[config.mk]
export PLATFORM = sky130hd
export DESIGN_NAME = ieb_top
export DESIGN_NICKNAME = d
export VERILOG_FILES = /design/src/design/ieb_pkg.sv /design/src/design/ieb_enable_reg.sv /design/src/design/ieb_bus_wr.sv /design/src/design/ieb_top.sv
export SDC_FILE = /design/constraint.sdc
export NUM_CORES = 1
export LEC_CHECK = 0
export BUFFER_PORTS_ARGS = -buffer_cell sky130_fd_sc_hd__buf_2
export CAP_MARGIN = 10
export CORE_AREA = 2 2 94 96
export DETAILED_ROUTE_END_ITERATION = 6
export DIE_AREA = 0 0 96 98
export PLACE_DENSITY = 0.82
export SETUP_SLACK_MARGIN = 0.4
export SYNTH_ARGS = -nofsm -noshare
export SYNTH_HDL_FRONTEND = slang
export SYNTH_SLANG_ARGS = --single-unit
[constraint.sdc]
create_clock -name clk -period 3.1 [get_ports clk]
set_clock_uncertainty 0.2 [all_clocks]
set_input_delay 0.465 -clock clk [delete_from_list [all_inputs] [get_ports clk]]
set_output_delay 0.465 -clock clk [all_outputs]
set_load 0.1 [all_outputs]
[src/design/ieb_pkg.sv]
package ieb_pkg;

  // Register word width and bus address width
  localparam int REG_W  = 16;
  localparam int ADDR_W = 6;

  // Byte offsets of the register words
  localparam logic [ADDR_W-1:0] OFS_EN_LOW    = 6'h00;
  localparam logic [ADDR_W-1:0] OFS_EN_HIGH   = 6'h04;
  localparam logic [ADDR_W-1:0] OFS_FLAG_LOW  = 6'h08;
  localparam logic [ADDR_W-1:0] OFS_FLAG_HIGH = 6'h0c;
  localparam logic [ADDR_W-1:0] OFS_PEND_LOW  = 6'h10;
  localparam logic [ADDR_W-1:0] OFS_PEND_HIGH = 6'h14;

  // Values after reset and implemented-bit masks
  localparam logic [REG_W-1:0] EN_LOW_RESET  = 16'h0000;
  localparam logic [REG_W-1:0] EN_HIGH_RESET = 16'h0000;
  localparam logic [REG_W-1:0] EN_LOW_IMPL   = 16'h7fff;
  localparam logic [REG_W-1:0] EN_HIGH_IMPL  = 16'hffdf;

  // Bus response codes
  localparam logic [1:0] RESP_OKAY   = 2'h0;
  localparam logic [1:0] RESP_SLVERR = 2'h2;
  localparam logic [1:0] RESP_DECERR = 2'h3;

  // Register selected by an address
  typedef enum logic [2:0] {
    SEL_EN_LOW, SEL_EN_HIGH, SEL_FLAG_LOW, SEL_FLAG_HIGH,
    SEL_PEND_LOW, SEL_PEND_HIGH, SEL_NONE
  } ieb_sel_t;

  // Sources of the first word, bit 15 down to bit 0
  typedef struct packed {
    logic rsvd_15;
    logic xfer_ch1_done;
    logic conv_done;
    logic serial_a_tx;
    logic serial_a_rx;
    logic spi_a_event;
    logic spi_a_error;
    logic tmr_c;
    logic tmr_b;
    logic cmp_out_b;
    logic capture_b;
    logic xfer_ch0_done;
    logic tmr_a;
    logic cmp_out_a;
    logic capture_a;
    logic ext_pin_a;
  } ieb_low_t;

  // Sources of the second word, bit 15 down to bit 0
  typedef struct packed {
    logic serial_b_tx;
    logic serial_b_rx;
    logic ext_pin_c;
    logic tmr_e;
    logic tmr_d;
    logic cmp_out_d;
    logic cmp_out_c;
    logic xfer_ch2_done;
    logic capture_h;
    logic capture_g;
    logic rsvd_5;
    logic ext_pin_b;
    logic pin_change;
    logic analog_cmp;
    logic twowire_master;
    logic twowire_slave;
  } ieb_high_t;

  // Exact word match; misaligned or unknown addresses select nothing
  function automatic ieb_sel_t ieb_decode(input logic [ADDR_W-1:0] addr);
    ieb_sel_t sel;
    case (addr)
      OFS_EN_LOW:    sel = SEL_EN_LOW;
      OFS_EN_HIGH:   sel = SEL_EN_HIGH;
      OFS_FLAG_LOW:  sel = SEL_FLAG_LOW;
      OFS_FLAG_HIGH: sel = SEL_FLAG_HIGH;
      OFS_PEND_LOW:  sel = SEL_PEND_LOW;
      OFS_PEND_HIGH: sel = SEL_PEND_HIGH;
      default:       sel = SEL_NONE;
    endcase
    return sel;
  endfunction : ieb_decode

endpackage : ieb_pkg

[src/design/ieb_enable_reg.sv]
`timescale 1ns/1ps
module ieb_enable_reg
  import ieb_pkg::*;
#(
  parameter int               WIDTH = REG_W,
  parameter logic [WIDTH-1:0] IMPL  = '1,
  parameter logic [WIDTH-1:0] RST   = '0
) (
  // Clock and control
  input  wire logic             clk,
  input  wire logic             srst,
  input  wire logic             ce,
  // Write port
  input  wire logic             wr_en,
  input  wire logic [WIDTH-1:0] wr_data,
  input  wire logic [WIDTH/8-1:0] wr_strb,
  // Stored value
  output logic      [WIDTH-1:0] q
);

  logic [WIDTH-1:0] next_q;

  // Byte-lane merge; unimplemented bits forced to zero
  always_comb begin
    next_q = q;
    for (int i = 0; i < WIDTH; i++) begin
      if (wr_strb[i/8]) begin
        next_q[i] = wr_data[i] & IMPL[i];
      end
    end
  end

  // Reset wins over the clock enable
  always_ff @(posedge clk) begin
    if (srst) begin
      q <= RST & IMPL;
    end else if (ce && wr_en) begin
      q <= next_q;
    end
  end

endmodule : ieb_enable_reg

[src/design/ieb_bus_wr.sv]
`timescale 1ns/1ps
module ieb_bus_wr
  import ieb_pkg::*;
(
  // Clock and control
  input  wire logic              clk,
  input  wire logic              srst,
  input  wire logic              ce,
  // Write address channel
  input  wire logic              awvalid,
  output logic                   awready,
  input  wire logic [ADDR_W-1:0] awaddr,
  // Write data channel
  input  wire logic              wvalid,
  output logic                   wready,
  input  wire logic [31:0]       wdata,
  input  wire logic [3:0]        wstrb,
  // Write response channel
  output logic                   bvalid,
  input  wire logic              bready,
  output logic [1:0]             bresp,
  // Held write toward the register file
  output logic                   wr_go,
  output logic [ADDR_W-1:0]      wr_addr,
  output logic [31:0]            wr_data,
  output logic [3:0]             wr_strb,
  input  wire logic [1:0]        wr_resp
);

  logic aw_held;
  logic w_held;

  // Each channel taken once, in either order
  assign awready = ce & ~aw_held;
  assign wready  = ce & ~w_held;
  // One write at a time: wait for the previous response to drain
  assign wr_go   = ce & aw_held & w_held & ~bvalid;

  // Address and data capture
  always_ff @(posedge clk) begin
    if (srst) begin
      aw_held <= 1'b0;
      w_held  <= 1'b0;
      wr_addr <= '0;
      wr_data <= '0;
      wr_strb <= '0;
    end else if (ce) begin
      if (awvalid && awready) begin
        aw_held <= 1'b1;
        wr_addr <= awaddr;
      end else if (wr_go) begin
        aw_held <= 1'b0;
      end
      if (wvalid && wready) begin
        w_held  <= 1'b1;
        wr_data <= wdata;
        wr_strb <= wstrb;
      end else if (wr_go) begin
        w_held <= 1'b0;
      end
    end
  end

  // Response held until the master takes it
  always_ff @(posedge clk) begin
    if (srst) begin
      bvalid <= 1'b0;
      bresp  <= RESP_OKAY;
    end else if (ce) begin
      if (wr_go) begin
        bvalid <= 1'b1;
        bresp  <= wr_resp;
      end else if (bready) begin
        bvalid <= 1'b0;
      end
    end
  end

endmodule : ieb_bus_wr

[src/design/ieb_top.sv]
`timescale 1ns/1ps
module ieb_top
  import ieb_pkg::*;
(
  // Clock, reset and freeze
  input  wire logic              clk,
  input  wire logic              srst,
  input  wire logic              ce,
  // AXI4-Lite write address
  input  wire logic              awvalid,
  output logic                   awready,
  input  wire logic [ADDR_W-1:0] awaddr,
  input  wire logic [2:0]        awprot,
  // AXI4-Lite write data
  input  wire logic              wvalid,
  output logic                   wready,
  input  wire logic [31:0]       wdata,
  input  wire logic [3:0]        wstrb,
  // AXI4-Lite write response
  output logic                   bvalid,
  input  wire logic              bready,
  output logic [1:0]             bresp,
  // AXI4-Lite read address
  input  wire logic              arvalid,
  output logic                   arready,
  input  wire logic [ADDR_W-1:0] araddr,
  input  wire logic [2:0]        arprot,
  // AXI4-Lite read data
  output logic                   rvalid,
  input  wire logic              rready,
  output logic [31:0]            rdata,
  output logic [1:0]             rresp,
  // Request flags from the sources
  input  wire ieb_low_t          flag_low,
  input  wire ieb_high_t         flag_high,
  // Gated requests to the processor
  output ieb_low_t               req_low,
  output ieb_high_t              req_high,
  output logic                   req_any
);

  // Write path wires
  logic              wr_go;
  logic [ADDR_W-1:0] wr_addr;
  logic [31:0]       wr_data;
  logic [3:0]        wr_strb;
  logic [1:0]        wr_resp;
  ieb_sel_t          wr_sel;
  logic              wr_en_low;
  logic              wr_en_high;

  // Read path wires
  ieb_sel_t          rd_sel;
  logic [REG_W-1:0]  rd_word;
  logic [1:0]        rd_resp;
  logic              rd_take;

  // Stored enables
  logic [REG_W-1:0]  en_low_q;
  logic [REG_W-1:0]  en_high_q;
  ieb_low_t          en_lo;
  ieb_high_t         en_hi;

  // Named enable bits, first word
  logic              xfer_ch1_done_en;
  logic              conv_done_en;
  logic              serial_a_tx_en;
  logic              serial_a_rx_en;
  logic              spi_a_event_en;
  logic              spi_a_error_en;
  logic              tmr_c_en;
  logic              tmr_b_en;
  logic              cmp_out_b_en;
  logic              capture_b_en;
  logic              xfer_ch0_done_en;
  logic              tmr_a_en;
  logic              cmp_out_a_en;
  logic              capture_a_en;
  logic              ext_pin_a_en;

  // Named enable bits, second word
  logic              serial_b_tx_en;
  logic              serial_b_rx_en;
  logic              ext_pin_c_en;
  logic              tmr_e_en;
  logic              tmr_d_en;
  logic              cmp_out_d_en;
  logic              cmp_out_c_en;
  logic              xfer_ch2_done_en;
  logic              capture_h_en;
  logic              capture_g_en;
  logic              ext_pin_b_en;
  logic              pin_change_en;
  logic              analog_cmp_en;
  logic              twowire_master_en;
  logic              twowire_slave_en;

  // Write channel capture and response
  ieb_bus_wr u_bus_wr (
    .clk     (clk),
    .srst    (srst),
    .ce      (ce),
    .awvalid (awvalid),
    .awready (awready),
    .awaddr  (awaddr),
    .wvalid  (wvalid),
    .wready  (wready),
    .wdata   (wdata),
    .wstrb   (wstrb),
    .bvalid  (bvalid),
    .bready  (bready),
    .bresp   (bresp),
    .wr_go   (wr_go),
    .wr_addr (wr_addr),
    .wr_data (wr_data),
    .wr_strb (wr_strb),
    .wr_resp (wr_resp)
  );

  // Write decode; flag and pending views are read-only
  assign wr_sel     = ieb_decode(wr_addr);
  assign wr_en_low  = wr_go & (wr_sel == SEL_EN_LOW);
  assign wr_en_high = wr_go & (wr_sel == SEL_EN_HIGH);
  assign wr_resp    = (wr_sel == SEL_EN_LOW || wr_sel == SEL_EN_HIGH) ? RESP_OKAY :
                      (wr_sel == SEL_NONE) ? RESP_DECERR : RESP_SLVERR;

  // First enable word, bit 15 held at zero
  ieb_enable_reg #(
    .WIDTH (REG_W),
    .IMPL  (EN_LOW_IMPL),
    .RST   (EN_LOW_RESET)
  ) u_en_low (
    .clk     (clk),
    .srst    (srst),
    .ce      (ce),
    .wr_en   (wr_en_low),
    .wr_data (wr_data[REG_W-1:0]),
    .wr_strb (wr_strb[1:0]),
    .q       (en_low_q)
  );

  // Second enable word, bit 5 held at zero
  ieb_enable_reg #(
    .WIDTH (REG_W),
    .IMPL  (EN_HIGH_IMPL),
    .RST   (EN_HIGH_RESET)
  ) u_en_high (
    .clk     (clk),
    .srst    (srst),
    .ce      (ce),
    .wr_en   (wr_en_high),
    .wr_data (wr_data[REG_W-1:0]),
    .wr_strb (wr_strb[1:0]),
    .q       (en_high_q)
  );

  // Struct views of the stored words
  assign en_lo = ieb_low_t'(en_low_q);
  assign en_hi = ieb_high_t'(en_high_q);

  // Field map of the first word
  assign xfer_ch1_done_en = en_lo.xfer_ch1_done;
  assign xfer_ch0_done_en = en_lo.xfer_ch0_done;
  assign conv_done_en     = en_lo.conv_done;
  assign serial_a_tx_en   = en_lo.serial_a_tx;
  assign serial_a_rx_en   = en_lo.serial_a_rx;
  assign spi_a_event_en   = en_lo.spi_a_event;
  assign spi_a_error_en   = en_lo.spi_a_error;
  assign tmr_a_en         = en_lo.tmr_a;
  assign tmr_b_en         = en_lo.tmr_b;
  assign tmr_c_en         = en_lo.tmr_c;
  assign cmp_out_a_en     = en_lo.cmp_out_a;
  assign cmp_out_b_en     = en_lo.cmp_out_b;
  assign capture_a_en     = en_lo.capture_a;
  assign capture_b_en     = en_lo.capture_b;
  assign ext_pin_a_en     = en_lo.ext_pin_a;

  // Field map of the second word
  assign xfer_ch2_done_en  = en_hi.xfer_ch2_done;
  assign serial_b_tx_en    = en_hi.serial_b_tx;
  assign serial_b_rx_en    = en_hi.serial_b_rx;
  assign tmr_d_en          = en_hi.tmr_d;
  assign tmr_e_en          = en_hi.tmr_e;
  assign cmp_out_c_en      = en_hi.cmp_out_c;
  assign cmp_out_d_en      = en_hi.cmp_out_d;
  assign capture_g_en      = en_hi.capture_g;
  assign capture_h_en      = en_hi.capture_h;
  assign ext_pin_b_en      = en_hi.ext_pin_b;
  assign ext_pin_c_en      = en_hi.ext_pin_c;
  assign pin_change_en     = en_hi.pin_change;
  assign analog_cmp_en     = en_hi.analog_cmp;
  assign twowire_master_en = en_hi.twowire_master;
  assign twowire_slave_en  = en_hi.twowire_slave;

  // Gating is pure AND: no delay, and flags are only read here
  assign req_low.rsvd_15       = 1'b0;
  assign req_low.xfer_ch1_done = flag_low.xfer_ch1_done & xfer_ch1_done_en;
  assign req_low.conv_done     = flag_low.conv_done & conv_done_en;
  assign req_low.serial_a_tx   = flag_low.serial_a_tx & serial_a_tx_en;
  assign req_low.serial_a_rx   = flag_low.serial_a_rx & serial_a_rx_en;
  assign req_low.spi_a_event   = flag_low.spi_a_event & spi_a_event_en;
  assign req_low.spi_a_error   = flag_low.spi_a_error & spi_a_error_en;
  assign req_low.tmr_c         = flag_low.tmr_c & tmr_c_en;
  assign req_low.tmr_b         = flag_low.tmr_b & tmr_b_en;
  assign req_low.cmp_out_b     = flag_low.cmp_out_b & cmp_out_b_en;
  assign req_low.capture_b     = flag_low.capture_b & capture_b_en;
  assign req_low.xfer_ch0_done = flag_low.xfer_ch0_done & xfer_ch0_done_en;
  assign req_low.tmr_a         = flag_low.tmr_a & tmr_a_en;
  assign req_low.cmp_out_a     = flag_low.cmp_out_a & cmp_out_a_en;
  assign req_low.capture_a     = flag_low.capture_a & capture_a_en;
  assign req_low.ext_pin_a     = flag_low.ext_pin_a & ext_pin_a_en;

  // Second word gating
  assign req_high.serial_b_tx    = flag_high.serial_b_tx & serial_b_tx_en;
  assign req_high.serial_b_rx    = flag_high.serial_b_rx & serial_b_rx_en;
  assign req_high.ext_pin_c      = flag_high.ext_pin_c & ext_pin_c_en;
  assign req_high.tmr_e          = flag_high.tmr_e & tmr_e_en;
  assign req_high.tmr_d          = flag_high.tmr_d & tmr_d_en;
  assign req_high.cmp_out_d      = flag_high.cmp_out_d & cmp_out_d_en;
  assign req_high.cmp_out_c      = flag_high.cmp_out_c & cmp_out_c_en;
  assign req_high.xfer_ch2_done  = flag_high.xfer_ch2_done & xfer_ch2_done_en;
  assign req_high.capture_h      = flag_high.capture_h & capture_h_en;
  assign req_high.capture_g      = flag_high.capture_g & capture_g_en;
  assign req_high.rsvd_5         = 1'b0;
  assign req_high.ext_pin_b      = flag_high.ext_pin_b & ext_pin_b_en;
  assign req_high.pin_change     = flag_high.pin_change & pin_change_en;
  assign req_high.analog_cmp     = flag_high.analog_cmp & analog_cmp_en;
  assign req_high.twowire_master = flag_high.twowire_master & twowire_master_en;
  assign req_high.twowire_slave  = flag_high.twowire_slave & twowire_slave_en;

  // Summary line for the processor's wake logic
  assign req_any = (|req_low) | (|req_high);

  // Read decode; flag view shows inputs untouched, reserved bits masked
  assign rd_sel  = ieb_decode(araddr);
  assign rd_take = arvalid & arready;
  assign rd_word = (rd_sel == SEL_EN_LOW)    ? en_low_q :
                   (rd_sel == SEL_EN_HIGH)   ? en_high_q :
                   (rd_sel == SEL_FLAG_LOW)  ? (REG_W'(flag_low) & EN_LOW_IMPL) :
                   (rd_sel == SEL_FLAG_HIGH) ? (REG_W'(flag_high) & EN_HIGH_IMPL) :
                   (rd_sel == SEL_PEND_LOW)  ? REG_W'(req_low) :
                   (rd_sel == SEL_PEND_HIGH) ? REG_W'(req_high) : '0;
  assign rd_resp = (rd_sel == SEL_NONE) ? RESP_DECERR : RESP_OKAY;

  // One read at a time: address refused while data waits
  assign arready = ce & ~rvalid;

  // Read data registered at the accept edge
  always_ff @(posedge clk) begin
    if (srst) begin
      rvalid <= 1'b0;
      rdata  <= '0;
      rresp  <= RESP_OKAY;
    end else if (ce) begin
      if (rd_take) begin
        rvalid <= 1'b1;
        rdata  <= {16'h0000, rd_word};  // Upper half reads zero
        rresp  <= rd_resp;
      end else if (rready) begin
        rvalid <= 1'b0;
      end
    end
  end

endmodule : ieb_top

Yosys cells after proc, flatten, opt, wreduce, memory -nomap -nowiden --
Index checks and enable logic that the tools add are counted.
Storage, ports and cells: output and inout bits 74, register bits after elaboration 78, input port bits 94, logic and storage cells 121
Cells by class: mux-type cells 18, reductions and logical operators 27, equality and inequality tests 18, bitwise operators 44
Operators with widths (number):
- $mux W16 | 6
- $and A1 B1 Y1 | 39
- $pmux W3 S6 | 2
- $reduce_or A15 Y1 | 2
- $eq A6 B4 Y1 const B | 4
- $eq A6 B5 Y1 const B | 4
- $reduce_and A2 Y1 | 12
- $eq A3 B3 Y1 const B | 4
- $eq A6 B3 Y1 const B | 2
- $logic_not A6 Y1 | 2
- $mux W1 | 8
- $reduce_bool A2 Y1 | 4
- $eq A3 B1 Y1 const B | 2
- $eq A3 B2 Y1 const B | 2
- $logic_not A3 Y1 | 2
- $logic_and A1 B1 Y1 | 4
- $mux W2 | 2
- $not A1 Y1 | 4
- $logic_or A1 B1 Y1 | 1
- $or A1 B1 Y1 | 1

Logic depth before layout (Yosys ltp) --
word-level depth 9, mapped depth 7, mapped depth without buffers 5

Hierarchy --
A second synthesis with hierarchy kept.
Unflattened totals: cells, all modules 604, area total of the unflattened synthesis 5440.2 um2
Modules (own cells, without submodules):
- ieb_bus_wr | instances 1, area each 2145.8 um2, sequential area each 940.9 um2, cells an instance 207
- ieb_top | instances 1, area each 1903.1 um2, sequential area each 360.3 um2, cells an instance 259
- ieb_enable_reg | instances 2, area each 695.7 um2, sequential area each 300.3 um2, cells an instance 69

Worst setup path after synthesis --
OpenSTA, ideal clock, no wires.
kind input to output, start input flag_high[6] (netlist name), end output req_any, stages on the path 4, buffers on the path 0, arrival 2909 ps, setup slack -474 ps, data required time 2435 ps, path through and2_1 or4_1 or4_1 or4_1
Between the ends: word-level cells in the longest chain between the ends 3
Ends and longest elaborated chain:
- from (decl) | line ieb_top.sv:35 | input wire ieb_high_t flag_high,
- $and A1 B1 Y1 | line ieb_top.sv:223 | assign req_high.capture_g = flag_high.capture_g & capture_g_en;
- $reduce_or A15 Y1 | line ieb_top.sv:232 | assign req_any = (|req_low) | (|req_high);
- $or A1 B1 Y1 | line ieb_top.sv:232
- to (decl) | line ieb_top.sv:39 | output logic req_any
No other way between the ends.

Worst setup path after layout --
start register u_en_low.q[5], end output req_any
Between the ends: word-level cells in the longest chain between the ends 3
Ends and longest elaborated chain:
- from (decl) | line ieb_enable_reg.sv:18 | output logic [WIDTH-1:0] q
- from (signal assigned) | line ieb_enable_reg.sv:36 | q <= RST & IMPL;
- from (signal assigned) | line ieb_enable_reg.sv:38 | q <= next_q;
- $and A1 B1 Y1 | line ieb_top.sv:206 | assign req_low.capture_b = flag_low.capture_b & capture_b_en;
- $reduce_or A15 Y1 | line ieb_top.sv:232
- $or A1 B1 Y1 | line ieb_top.sv:232
No other way between the ends.

==> out/metrics.yaml <==
outcome:
  status: "complete, but fails checks"
  violations: "negative setup slack"
floorplanning:
  io-pin-count: 168
  die_w_um: 96
  core-area_sq_um: 8466
  rows: 34
  die_y_um: 98
  die_area_sq_um: 9408
  start_util_pct: 46.07
setup_path:
  reg2reg_slack_ns: 0.90
  crit_top_cell: "or4_4"
  crit_fanout: 3
  cp.required_ns: 2.43
  critPathSlowestCell: "or4_4"
  startpoint_type: "flop"
  cp_cell_sequence: "and2_2 -> or4_1 -> or4_4 -> or4_4 -> buf_12"
  cp-end-kind: "output port"
  critPathKind: "reg -> out"
  max_stage_delay_ns: 0.56
  worstPathArrival_ns: 2.50
drt:
  wl_per_cell_um: 16.26
  drt_iter0_drc: 316
  drc: 0
  num_vias: 4229
  firstDrtPassIters: 7
  routed_via_density: 5.654
  postRouteAntennaNets: 0
  totalWireLength_um: 12160
clock_tree:
  cts.htree.levels: 3
  clk-insertion-delay-late_ns: 0.35
  cts_hold_buf: 0
  cts_root_buffer: "clkbuf_8"
  cts_tree: "done"
  ctsLongestPathBuffers: 2
  cts_sinks: 77
  cts_buffers: 9
  clk_pin_slew_ns: 0.09
timing:
  rsz0062_at_grt: "yes"
  min_period_over_period_pct: 102.2
  whs_ns: 0.1418
  finalMaxSlewViolations: 0
  max_freq_mhz: 315.5
  finalSetupViolations: 1
  hold_violations: 0
  worstMarginPinSlew_ns: 0.7840
  setup_tns_ns: -0.06964
  worst_slack_ns: -0.06964
  timing.slew.headroom_pct: 47.45
  fin_crit_ns: 3.170
cells_and_area:
  syn2layout_area_growth_pct: 24.77
  fillers: 790
  drive_gt1_share_pct: 29.22
  design_area_sq_um: 4866
  fin_cells: 748
  n_antenna_cell: 0
  final_util_pct: 57.48
  fin_nets: 729
synth:
  ys.flop_type: "dfxtp_1"
  synth_cells: 516
  synth.distinct_cells: 45
  async_flop_share_pct: 0
  synth-edff-count: 0
  yosysWarnings: 0
  syn_area_per_cell_sq_um: 7.558
  syn_area_sq_um: 3900
  ys_seq_area_share_pct: 39.53
  ys_ff_latch: 77
place:
  gp_congestion: 0.8849
  placement.io_buffers: 123
  placed_cell_area_sq_um: 4597
  dp_cells: 730
  dpl.hpwl_um: 8771
  post-place-ws_ns: -0.08785
power_and_ir_drop:
  clock_power_share_pct: 37.7
  combPwrFrac_pct: 16.4
  total_power_mw: 2.241
  p_sw_share_pct: 30.73
  p_leak_nw: 2.267
  p_switching_mw: 0.6887
  powerDensity_nw_per_um2: 460.6
  peakVddDrop_mv: 0.2766
  pwr-share-seq_pct: 45.8
  p_int_mw: 1.552
hold_path:
  hold_class: "in -> reg"
global_route:
  grt_util_all_layers_pct: 25.09
  overflow: 0
  grt_pass1_vias: 3907
  grt_pass1_wl_um: 18610
  grt_antenna_before_repair: 0
  grt_max_degree: 78
flow_run:
  maxCapViolations: 0
[cells in the mapped netlist (4+ instances only)]
master	instances	area [sq um]
buf_4	19	142.6
clkbuf_1	27	101.4
a22oi_1	9	67.56
dfxtp_1	77	1541
nand2b_1	12	75.07
nor2b_1	7	43.79
o22ai_1	10	62.56
o21ai_0	23	115.1
a21o_1	11	82.58
or4_1	5	37.54
and3_1	12	75.07
nand3_1	11	55.05
nor2_1	18	67.56
inv_1	7	26.28
nand2_1	107	401.6
a21oi_1	78	390.4
and2_1	27	168.9
nor3_1	4	20.02
mux2i_1	9	90.09
[cells by family after synthesis]
| family | after synthesis | synth area share [%] |
|---|---|---|
| buf+inv | 57 | 7.411 |
| compound gates | 146 | 21.56 |
| other cells | 1 | 0.09615 |
| simple gates | 224 | 28.52 |
| mux | 11 | 2.887 |
| flops | 77 | 39.53 |
[state kept, by name (all words and copies together), names as in the netlist, 2 cells and up]
| signal | cells |
|---|---|
| u_bus_wr.bresp | 2 |
| rdata | 16 |
| u_en_high.q | 15 |
| u_bus_wr.wr_strb | 2 |
| u_bus_wr.wr_addr | 6 |
| u_bus_wr.wr_data | 16 |
| u_en_low.q | 15 |
[power by group through the flow]
stage          clock [mW]  sequential [mW]  combinational [mW]
2_1_floorplan           0             1.08               0.250
5_1_grt             0.897             1.03               0.390
4_1_cts             0.849             1.03               0.364
3_3_place_gp            0             1.05               0.356
6_report            0.846             1.03               0.368
3_5_place_dp            0             1.05               0.363
[path summary, 6_finish.rpt]
kind / depth (start not counted) / from / endpoint
max: 5 / u_en_low.q[5] / req_any
min: 3 / wdata[3] / u_bus_wr.wr_data[3]
max reg2reg: 6 / u_bus_wr.w_held / u_en_low.q[14]
min reg2reg: 2 / u_bus_wr.wr_addr[5] / u_bus_wr.wr_addr[5]
[repair_timing]
| item | in CTS | in global routing |
|---|---|---|
| setup endpoints to repair | 1 | 1 |
| pin swaps | 0 | 1 |
| buffers inserted | 0 | 2 |
| gates resized for setup | 7 | 4 |
[cell type report]
type / instances / area (sq um) / share of cell area (%)
multi-input cells: 399 / 2170 / 44.59
clock buffers: 9 / 123.9 / 2.546
clock inverters: 7 / 98.84 / 2.031
well taps: 108 / 135.1 / 2.777
flip-flops and latches: 77 / 1546 / 31.78
inverters: 7 / 26.28 / 0.5400
repair buffers: 141 / 765.7 / 15.74
[routing by layer]
metal  routed length (um)  GRT usage (%)  vias to the layer above
met1                 4830          32.93                     1937
met2                 5717          40.12                      270
met3                 1284          5.478                       35
met4                  329          9.231                        0
met5                    0              0                        -
li1                     -              -                     1987
[worst max-delay path, delay by kind of cell (launching register included)]
family / cells / cell delay [ns]
DFF: 1 / 0.35
and+or+nand+nor: 4 / 1.63
buffers and inverters: 1 / 0.18
[cells in the final DEF (no fill, tap or decap), types with 3 or more instances in the layout]
cell      instances
dfxtp_2           4
conb_1           18
and3_1           12
nor2_1           18
o211ai_1          3
and2_1           17
a21oi_1          78
nand3_1          11
nand2_1         107
nor2b_1           6
a22oi_1           9
o22ai_1          10
and2_2            7
and2_4            5
or4_4             4
dfxtp_1          73
nand2b_1         12
mux2i_1           9
a211oi_1          3
clkbuf_8          9
buf_4            18
a21o_1           11
buf_2           122
o21ai_0          23
nor3_1            4
inv_1             7
or3_1             3
Note: power is estimated with default switching activity, not from simulation.
